<file path="config.mk">
export PLATFORM = sky130hd
export DESIGN_NAME = duart_channel_reset_state
export DESIGN_NICKNAME = d
export VERILOG_FILES = /design/src/inc/duart_pkg.sv /design/src/core/duart_channel_reset_state.sv
export VERILOG_INCLUDE_DIRS = /design/src /design/src/inc
export SDC_FILE = /design/constraint.sdc
export NUM_CORES = 1
export LEC_CHECK = 0
export CAP_MARGIN = 20
export CORE_MARGIN = 5
export CORE_UTILIZATION = 25
export CTS_BUF_LIST = sky130_fd_sc_hd__clkbuf_8
export DETAILED_ROUTE_END_ITERATION = 10
export DONT_BUFFER_PORTS = 1
export GPL_TIMING_DRIVEN = 0
export SYNTH_ARGS = -nofsm -noshare
export SYNTH_HDL_FRONTEND = slang
export SYNTH_SLANG_ARGS = --single-unit
</file>
<file path="constraint.sdc">
create_clock -name core_clk_i -period 2 [get_ports core_clk_i]
set_input_delay 0.2 -clock core_clk_i [delete_from_list [all_inputs] [get_ports core_clk_i]]
set_output_delay 0.2 -clock core_clk_i [all_outputs]
set_load 0.02 [all_outputs]
</file>
<file path="src/inc/duart_consts.svh">
// register indices, reset values and field positions of one uart channel
`ifndef DUART_CONSTS_SVH
`define DUART_CONSTS_SVH
`define IDX_HOLDING      4'h0
`define IDX_INT_ENABLE   4'h1
`define IDX_INT_STATUS   4'h2
`define IDX_LINE_CTRL    4'h3
`define IDX_MODEM_CTRL   4'h4
`define IDX_LINE_STATUS  4'h5
`define IDX_MODEM_STATUS 4'h6
`define IDX_SCRATCH      4'h7
`define IDX_DIV_LOW      4'h8
`define IDX_DIV_HIGH     4'h9
`define IDX_FRAC_DIV     4'hA
`define IDX_ENH_FEATURE  4'hB
`define IDX_ON_CHAR_ONE  4'hC
`define IDX_ON_CHAR_TWO  4'hD
`define IDX_OFF_CHAR_ONE 4'hE
`define IDX_OFF_CHAR_TWO 4'hF
`define RST_ZERO         8'h00
`define RST_DIV_LOW      8'h01
`define RST_DIV_HIGH     8'h00
`define RST_SCRATCH      8'hFF
`define ISR_NONE         8'h01
`define ISR_LINE         8'h06
`define ISR_MODEM        8'h00
`define LSR_IDLE         8'h60
`define LSR_BREAK_BIT    4
`define IER_LINE_BIT     2
`define IER_MODEM_BIT    3
`define MCR_DTR_BIT      0
`define MCR_RTS_BIT      1
`define MCR_OUT1_BIT     2
`define MCR_OUT2_BIT     3
`define MCR_LOOP_BIT     4
`define LCR_BREAK_BIT    6
`define EFR_ENH_BIT      4
`define IER_ENH_MASK     8'hF0
`define MCR_ENH_MASK     8'hE0
`define FCR_ENH_MASK     8'h30
`endif

</file>
<file path="src/inc/duart_pkg.sv">
// shared types of the dual uart reset-state block
package duart_pkg;
  typedef logic [7:0] byte_t;
  typedef logic [3:0] reg_idx_t;
  typedef logic [3:0] modem_bits_t;
endpackage

</file>
<file path="src/core/duart_channel_reset_state.sv">
// register bank and reset state of a two-channel uart
// Functional notes
// - each channel holds two flow-on and two flow-off characters, read and write
// - both channels take identical reset defaults independently
// - divisor high loads zero and divisor low loads one at power-up only
// - the reset pin leaves both integer divisor bytes untouched
// - reset clears fractional divisor, interrupt enable, fifo, line, modem control
// - reset clears enhanced feature and all four flow characters
// - interrupt status reads one after reset, nothing pending
// - line status reads 0x60 after reset, transmitter empty, no errors
// - reset clears modem change bits; upper bits show inverted modem inputs
// - reset sets scratch pad to all ones
// - holding registers have no defined reset contents
// - in reset tx, output two, rts, dtr, rx-ready high; tx-ready low
// - in reset interrupt floats in 16 mode, driven high in 68 mode
// - sleep isolates bus and serial receive inputs, modem inputs stay live
// - scratch pad survives sleep, reset only by reset or power cycle
//
// Added by the designer: the register offsets and the plain strobed port.
`include "duart_consts.svh"
`timescale 1ns/100ps
`default_nettype none

module duart_channel_reset_state #(
  parameter int CHANNELS = 2
) (
  input  wire logic                 core_clk_i,
  input  wire logic                 rst_n_i,
  input  wire logic                 por_n_i,
  input  wire logic                 bus_mode_68_i,
  input  wire logic                 input_isolation_sleep_i,
  input  wire logic                 chan_sel_i,
  input  wire duart_pkg::reg_idx_t  addr_i,
  input  wire duart_pkg::byte_t     wdata_i,
  input  wire logic                 wr_strobe_i,
  input  wire logic                 rd_strobe_i,
  output var  duart_pkg::byte_t     rdata_o,
  input  wire logic [CHANNELS-1:0]  rx_i,
  input  wire logic [CHANNELS-1:0]  cts_n_i,
  input  wire logic [CHANNELS-1:0]  dsr_n_i,
  input  wire logic [CHANNELS-1:0]  ri_n_i,
  input  wire logic [CHANNELS-1:0]  cd_n_i,
  output logic      [CHANNELS-1:0]  tx_o,
  output logic      [CHANNELS-1:0]  general_output_two_n_o,
  output logic      [CHANNELS-1:0]  rts_n_o,
  output logic      [CHANNELS-1:0]  dtr_n_o,
  output logic      [CHANNELS-1:0]  receive_ready_n_o,
  output logic      [CHANNELS-1:0]  transmit_ready_n_o,
  output logic      [CHANNELS-1:0]  irq_o,
  output logic      [CHANNELS-1:0]  irq_oe_n_o
);
  import duart_pkg::*;

  // merge a write into a register, bits outside the mask keep old value
  function automatic byte_t merge_bits(input byte_t old_v, input byte_t new_v,
                                       input byte_t mask);
    merge_bits = (old_v & ~mask) | (new_v & mask);
  endfunction

  // bus inputs forced idle while asleep
  wire       sleep_w = input_isolation_sleep_i;
  wire       wr_w    = wr_strobe_i & ~sleep_w;
  wire       rd_w    = rd_strobe_i & ~sleep_w;
  wire       csel_w  = chan_sel_i & ~sleep_w;
  reg_idx_t  addr_w;
  byte_t     wdata_w;
  assign addr_w  = sleep_w ? `IDX_HOLDING : addr_i;
  assign wdata_w = sleep_w ? `RST_ZERO : wdata_i;
  wire       any_rst_w = ~rst_n_i | ~por_n_i;

  byte_t rd_mux_w [CHANNELS];
  wire   ch_rd_w = csel_w;

  genvar g;
  generate
    for (g = 0; g < CHANNELS; g++) begin : g_chan
      byte_t       div_low_reg, div_high_reg, frac_div_reg;
      byte_t       int_enable_reg, fifo_ctrl_reg, line_ctrl_reg, modem_ctrl_reg;
      byte_t       scratch_reg, enh_feature_reg;
      byte_t       on_one_reg, on_two_reg, off_one_reg, off_two_reg;
      modem_bits_t modem_delta_reg, modem_delta_next;
      modem_bits_t modem_prev_reg;
      logic        break_reg, break_next;
      modem_bits_t modem_now;
      byte_t       line_status_w, int_status_w, modem_status_w;
      logic        int_pend_w, line_int_w, modem_int_w;
      logic        enh_w, rx_iso_w;

      wire sel_w = (csel_w == 1'(g));
      wire wr_hit_w = wr_w & sel_w;
      wire rd_hit_w = rd_w & sel_w;
      wire loop_w = modem_ctrl_reg[`MCR_LOOP_BIT];
      assign enh_w = enh_feature_reg[`EFR_ENH_BIT];
      assign rx_iso_w = rx_i[g] | sleep_w;

      // status bits: cts, dsr, ri, cd in bits 4..7
      assign modem_now = loop_w ? {modem_ctrl_reg[`MCR_OUT2_BIT],
                                   modem_ctrl_reg[`MCR_OUT1_BIT],
                                   modem_ctrl_reg[`MCR_DTR_BIT],
                                   modem_ctrl_reg[`MCR_RTS_BIT]}
                                : ~{cd_n_i[g], ri_n_i[g], dsr_n_i[g], cts_n_i[g]};
      wire [3:0] modem_chg_w = {modem_now[3] ^ modem_prev_reg[3],
                                modem_prev_reg[2] & ~modem_now[2],
                                modem_now[1] ^ modem_prev_reg[1],
                                modem_now[0] ^ modem_prev_reg[0]};
      wire msr_rd_w = rd_hit_w & (addr_w == `IDX_MODEM_STATUS);
      wire lsr_rd_w = rd_hit_w & (addr_w == `IDX_LINE_STATUS);
      // new change wins over the clear by read
      assign modem_delta_next = (msr_rd_w ? 4'h0 : modem_delta_reg) | modem_chg_w;
      assign break_next = (lsr_rd_w ? 1'b0 : break_reg) | ~rx_iso_w;

      assign modem_status_w = {modem_now, modem_delta_reg};
      assign line_status_w  = `LSR_IDLE | (8'(break_reg) << `LSR_BREAK_BIT);
      assign line_int_w  = break_reg & int_enable_reg[`IER_LINE_BIT];
      assign modem_int_w = (|modem_delta_reg) & int_enable_reg[`IER_MODEM_BIT];
      assign int_pend_w  = line_int_w | modem_int_w;
      assign int_status_w = line_int_w  ? `ISR_LINE  :
                            modem_int_w ? `ISR_MODEM : `ISR_NONE;

      wire wr_sel_w [16];
      for (genvar r = 0; r < 16; r++) begin : g_wr
        assign wr_sel_w[r] = wr_hit_w & (addr_w == 4'(r));
      end

      // integer divisor: power-up only, reset pin has no effect
      always_ff @(posedge core_clk_i) begin
        if (!por_n_i) begin
          div_low_reg  <= `RST_DIV_LOW;
          div_high_reg <= `RST_DIV_HIGH;
        end else begin
          if (wr_sel_w[`IDX_DIV_LOW]) div_low_reg <= wdata_w;
          if (wr_sel_w[`IDX_DIV_HIGH]) div_high_reg <= wdata_w;
        end
      end

      always_ff @(posedge core_clk_i) begin
        if (any_rst_w) begin
          frac_div_reg   <= `RST_ZERO;
          int_enable_reg <= `RST_ZERO;
          fifo_ctrl_reg  <= `RST_ZERO;
          line_ctrl_reg  <= `RST_ZERO;
          modem_ctrl_reg <= `RST_ZERO;
        end else begin
          if (wr_sel_w[`IDX_FRAC_DIV] && enh_w) frac_div_reg <= wdata_w;
          if (wr_sel_w[`IDX_INT_ENABLE])
            int_enable_reg <= merge_bits(int_enable_reg, wdata_w,
                                         enh_w ? 8'hFF : ~`IER_ENH_MASK);
          if (wr_sel_w[`IDX_INT_STATUS])
            fifo_ctrl_reg <= merge_bits(fifo_ctrl_reg, wdata_w,
                                        enh_w ? 8'hFF : ~`FCR_ENH_MASK);
          if (wr_sel_w[`IDX_LINE_CTRL]) line_ctrl_reg <= wdata_w;
          if (wr_sel_w[`IDX_MODEM_CTRL])
            modem_ctrl_reg <= merge_bits(modem_ctrl_reg, wdata_w,
                                         enh_w ? 8'hFF : ~`MCR_ENH_MASK);
        end
      end

      // sleep does not touch the scratch pad
      always_ff @(posedge core_clk_i) begin
        if (any_rst_w) begin
          scratch_reg     <= `RST_SCRATCH;
          enh_feature_reg <= `RST_ZERO;
          on_one_reg      <= `RST_ZERO;
          on_two_reg      <= `RST_ZERO;
          off_one_reg     <= `RST_ZERO;
          off_two_reg     <= `RST_ZERO;
        end else begin
          if (wr_sel_w[`IDX_SCRATCH]) scratch_reg <= wdata_w;
          if (wr_sel_w[`IDX_ENH_FEATURE]) enh_feature_reg <= wdata_w;
          if (wr_sel_w[`IDX_ON_CHAR_ONE]) on_one_reg <= wdata_w;
          if (wr_sel_w[`IDX_ON_CHAR_TWO]) on_two_reg <= wdata_w;
          if (wr_sel_w[`IDX_OFF_CHAR_ONE]) off_one_reg <= wdata_w;
          if (wr_sel_w[`IDX_OFF_CHAR_TWO]) off_two_reg <= wdata_w;
        end
      end

      always_ff @(posedge core_clk_i) begin
        if (any_rst_w) begin
          modem_delta_reg <= 4'h0;
          modem_prev_reg  <= modem_now;
          break_reg       <= 1'b0;
        end else begin
          modem_delta_reg <= modem_delta_next;
          modem_prev_reg  <= modem_now;
          break_reg       <= break_next;
        end
      end

      // holding registers: no receiver data, reads zero
      always_comb begin
        unique case (addr_w)
          `IDX_HOLDING:      rd_mux_w[g] = `RST_ZERO;
          `IDX_INT_ENABLE:   rd_mux_w[g] = int_enable_reg;
          `IDX_INT_STATUS:   rd_mux_w[g] = int_status_w;
          `IDX_LINE_CTRL:    rd_mux_w[g] = line_ctrl_reg;
          `IDX_MODEM_CTRL:   rd_mux_w[g] = modem_ctrl_reg;
          `IDX_LINE_STATUS:  rd_mux_w[g] = line_status_w;
          `IDX_MODEM_STATUS: rd_mux_w[g] = modem_status_w;
          `IDX_SCRATCH:      rd_mux_w[g] = scratch_reg;
          `IDX_DIV_LOW:      rd_mux_w[g] = div_low_reg;
          `IDX_DIV_HIGH:     rd_mux_w[g] = div_high_reg;
          `IDX_FRAC_DIV:     rd_mux_w[g] = frac_div_reg;
          `IDX_ENH_FEATURE:  rd_mux_w[g] = enh_feature_reg;
          `IDX_ON_CHAR_ONE:  rd_mux_w[g] = on_one_reg;
          `IDX_ON_CHAR_TWO:  rd_mux_w[g] = on_two_reg;
          `IDX_OFF_CHAR_ONE: rd_mux_w[g] = off_one_reg;
          `IDX_OFF_CHAR_TWO: rd_mux_w[g] = off_two_reg;
        endcase
      end

      // pin levels from reset-cleared controls
      always_ff @(posedge core_clk_i) begin
        if (any_rst_w) begin
          tx_o[g]                   <= 1'b1;
          general_output_two_n_o[g] <= 1'b1;
          rts_n_o[g]                <= 1'b1;
          dtr_n_o[g]                <= 1'b1;
          receive_ready_n_o[g]      <= 1'b1;
          transmit_ready_n_o[g]     <= 1'b0;
          irq_o[g]                  <= bus_mode_68_i;
          irq_oe_n_o[g]             <= ~bus_mode_68_i;
        end else begin
          tx_o[g]                   <= ~line_ctrl_reg[`LCR_BREAK_BIT] | loop_w;
          general_output_two_n_o[g] <= ~modem_ctrl_reg[`MCR_OUT2_BIT] | loop_w;
          rts_n_o[g]                <= ~modem_ctrl_reg[`MCR_RTS_BIT] | loop_w;
          dtr_n_o[g]                <= ~modem_ctrl_reg[`MCR_DTR_BIT] | loop_w;
          receive_ready_n_o[g]      <= 1'b1;
          transmit_ready_n_o[g]     <= 1'b0;
          irq_o[g]      <= bus_mode_68_i ? ~int_pend_w : int_pend_w;
          irq_oe_n_o[g] <= bus_mode_68_i ? 1'b0 :
                           ~modem_ctrl_reg[`MCR_OUT2_BIT];
        end
      end
    end
  endgenerate

  // read data valid the cycle after the strobe only
  always_ff @(posedge core_clk_i) begin
    if (!rst_n_i) begin
      rdata_o <= `RST_ZERO;
    end else if (rd_w) begin
      rdata_o <= rd_mux_w[ch_rd_w];
    end else begin
      rdata_o <= `RST_ZERO;
    end
  end

endmodule

`default_nettype wire

</file>
==> run_results.csv <==
group,metric,value,unit
flow_run,drv_cap,0,
synth,synth-simple-area-share,25.2,%
placed_design,place_congestion,1.00,
die,die_h,212,µm
drt,drcViolationCount,0,
die,die_area,0.0449,mm²
sta,min_period,2060,ps
clock_network,cts_tree,"done",
status,violations,"setup timing",
synth,synth_cell_types,67,
clock_network,cts_num_sinks,230,
synth,synth_flop_cell,"dfxtp_1",
synth,syn_inst,1251,
die,num_rows,74,
global_route,gr-total-overflow,0,
critical_path,end_kind,"register",
clock_network,clockRootBuffer,"clkbuf_8",
sta,hold_violations,0,
layout,syn_to_final_growth,16.7,%
synth,async_flop_share,0,%
power,power_leakage,4.07,nW
clock_network,clock_latency,560,ps
sta,drv_slew,0,
status,status,"finished with violations",
synth,synth.avg_cell_area,8.15,µm²
critical_path,crit_required,2390,ps
synth,ys_ff_latch,230,
power,power,0.00947,W
drt,vias,9839,
drt,met1Wirelength,17.5,mm
hold_path,hold_path_class,"in2reg",
synth,synth_fa_ha_area_share,0,%
critical_path,critPathKind,"reg2reg",
synth,synth_mux_area_share,7.16,%
drt,wl_met2,19.4,mm
placed_design,place_ws,-781,ps
critical_path,worstPathArrival,2450,ps
sta,layout_worst_path_cycle_share,103,%
clock_network,path_clk_slew,60,ps
drt,wl_met3,4.02,mm
drt,ant_nets,0,
synth,synth_compound_area_share,16.4,%
drt,firstDrtPassIters,5,
clock_network,htree_levels,2,
global_route,grt_pass1_vias,9475,
placed_design,dpl.hpwl,31.0,mm
placed_design,numPortBuffers,0,
layout,final_nets,1344,
die,io_pins,54,
die,start_util,25.1,%
die,core_area,0.0406,mm²
sta,rsz0062_at_grt,"yes",
synth,synth_top_family_by_area,"simple AND/OR/NAND/NOR gates",
die,dieWidth,212,µm
sta,skew,33.7,ps
drt,routed_wl,42.8,mm
drt,drtIter0Drc,1163,
sta,worst_pin_slew,1050,ps
drt,top_layer,"met5",
critical_path,startpoint_type,"register",
critical_path,path_max_fanout,7,
synth,ys_warn_count,0,
clock_network,cts_buffers,40,
drt,wire_per_inst,22.9,µm
clock_network,post_cts_buffers,0,
sta,slew_headroom,29.5,%
power,powerDensity,796,mW/mm²
global_route,antenna_found_initial,2,
sta,setup_violations,1,
clock_network,clockBufferDepth,3,
global_route,grt_max_degree,11,
global_route,grt_pass1_wl,62.4,mm
sta,fmax,484,MHz
synth,yosysSeqAreaShare,45.2,%
synth,synth_xor_xnor_area_share,0.687,%
synth,synth_edf_count,0,
layout,drive_above_1_share,10.9,%
drt,via_per_inst,5.25,
sta,worst_slack,-64.0,ps
global_route,track_usage,18.5,%
synth,netlist_area,0.0102,mm²
power,ir_drop,326,µV
==> where the power goes <==
group	switching (W)	internal, W
Combinational	0.000511	0.000185
Clock	0.00197	0.00216
Sequential	0.0000296	0.00461
==> final timing paths <==
kind | startpoint | end | slack, ps | cells past startpoint
min | por_n_i | g_chan[0].div_low_reg[0]$_SDFFE_PN1P_ | 40 | 2
max reg2reg | g_chan[0].modem_ctrl_reg[4]$_SDFFE_PP0P_ | rdata_o[6]$_SDFF_PN0_ | -60 | 5
max | g_chan[0].modem_ctrl_reg[4]$_SDFFE_PP0P_ | rdata_o[6]$_SDFF_PN0_ | -60 | 5
min reg2reg | g_chan[1].modem_ctrl_reg[1]$_SDFFE_PP0P_ | rts_n_o[1]$_SDFF_PP1_ | 440 | 1
==> cell usage in the layout (no fill, tap or decap), types with 5 or more instances in the layout <==
master,count
a21boi_0,15
a21oi_1,132
a22o_1,6
a22oi_1,48
a31oi_1,6
and2_1,18
and3_1,8
buf_2,39
buf_4,13
clkbuf_1,38
clkbuf_8,48
dfxtp_1,229
dlygate4sd3_1,20
inv_1,26
mux2_2,5
mux2i_1,63
nand2_1,268
nand2b_1,14
nand3_1,77
nand4_1,8
nor2_1,93
nor2_2,5
nor2b_1,13
nor3_1,18
nor3b_1,5
o211ai_1,11
o21ai_0,15
o21ai_1,7
xor2_1,7
==> logic make-up after synthesis <==
group	Yosys count
AOI/OAI and AO/OA	271
xor gates and xnor gates	8
buffers and inverters	111
DFF	230
muxes	71
other	2
and+or+nand+nor	558
==> metrics by stage <==
stage / TNS [ps] / instance area (µm²) / hold WS (ps) / instances / utilization [%]
2_1_floorplan: 0 / 10200 / 269 / 1253 / -
3_3_place_gp: -41910 / 10900 / 271 / 1785 / 26.8
3_5_place_dp: -43170 / 10900 / 271 / 1785 / 26.8
4_1_cts: 0 / 11800 / 2.35 / 1872 / 29.2
5_1_grt: -3.61 / 11900 / 33.0 / 1872 / 29.3
6_report: -64.0 / 11900 / 39.2 / 1873 / 29.3
==> area by class of cell <==
type	count	area (µm²)
Inverter	11	41.3
Multi-Input combinational cell	912	5120
Sequential cell	230	4610
Buffer	98	500
Antenna cell	1	2.50
Clock buffer	48	661
Tap cell	532	666
Timing Repair Buffer	21	205
Clock inverter	20	87.6
Fill cell	4337	28700
==> synthesized netlist by cell type (13+ instances only) <==
library cell / n / area share (%)
nand2_1: 268 / 9.9
dfxtp_1: 230 / 45
a21oi_1: 132 / 6.5
nor2_1: 94 / 3.5
nand3_1: 77 / 3.8
mux2i_1: 65 / 6.4
a22oi_1: 48 / 3.5
clkbuf_1: 41 / 1.5
buf_2: 39 / 1.9
nor3_1: 19 / 0.93
and2_1: 18 / 1.1
a21boi_0: 15 / 1.1
o21ai_0: 15 / 0.74
nand2b_1: 14 / 0.86
buf_4: 13 / 0.96
nor2b_1: 13 / 0.80
==> critical path, cell delays in order (launching register included) <==
cell	delay (ps)
dfxtp_2	460
mux2i_4	360
o32ai_1	200
a221o_1	360
nor4_4	340
nor3_1	150
==> metal layers <==
layer | track usage, % | up-vias
met1 | 24.0 | 4702
met4 | 6.57 | 4
met2 | 30.1 | 545
met5 | 1.19 | -
met3 | 4.56 | 128
li1 | - | 4460
==> timing repair <==
| action | in CTS | in global routing |
|---|---|---|
| gates cloned | 0 | 0 |
| endpoints found under the setup margin | 24 | 12 |
| gates resized for setup | 10 | 11 |
| hold buffers | 20 | 0 |
| hold endpoints to repair | 34 | 0 |
| pin swaps | 0 | 1 |
No activity file was read; power rests on OpenSTA's default activity.
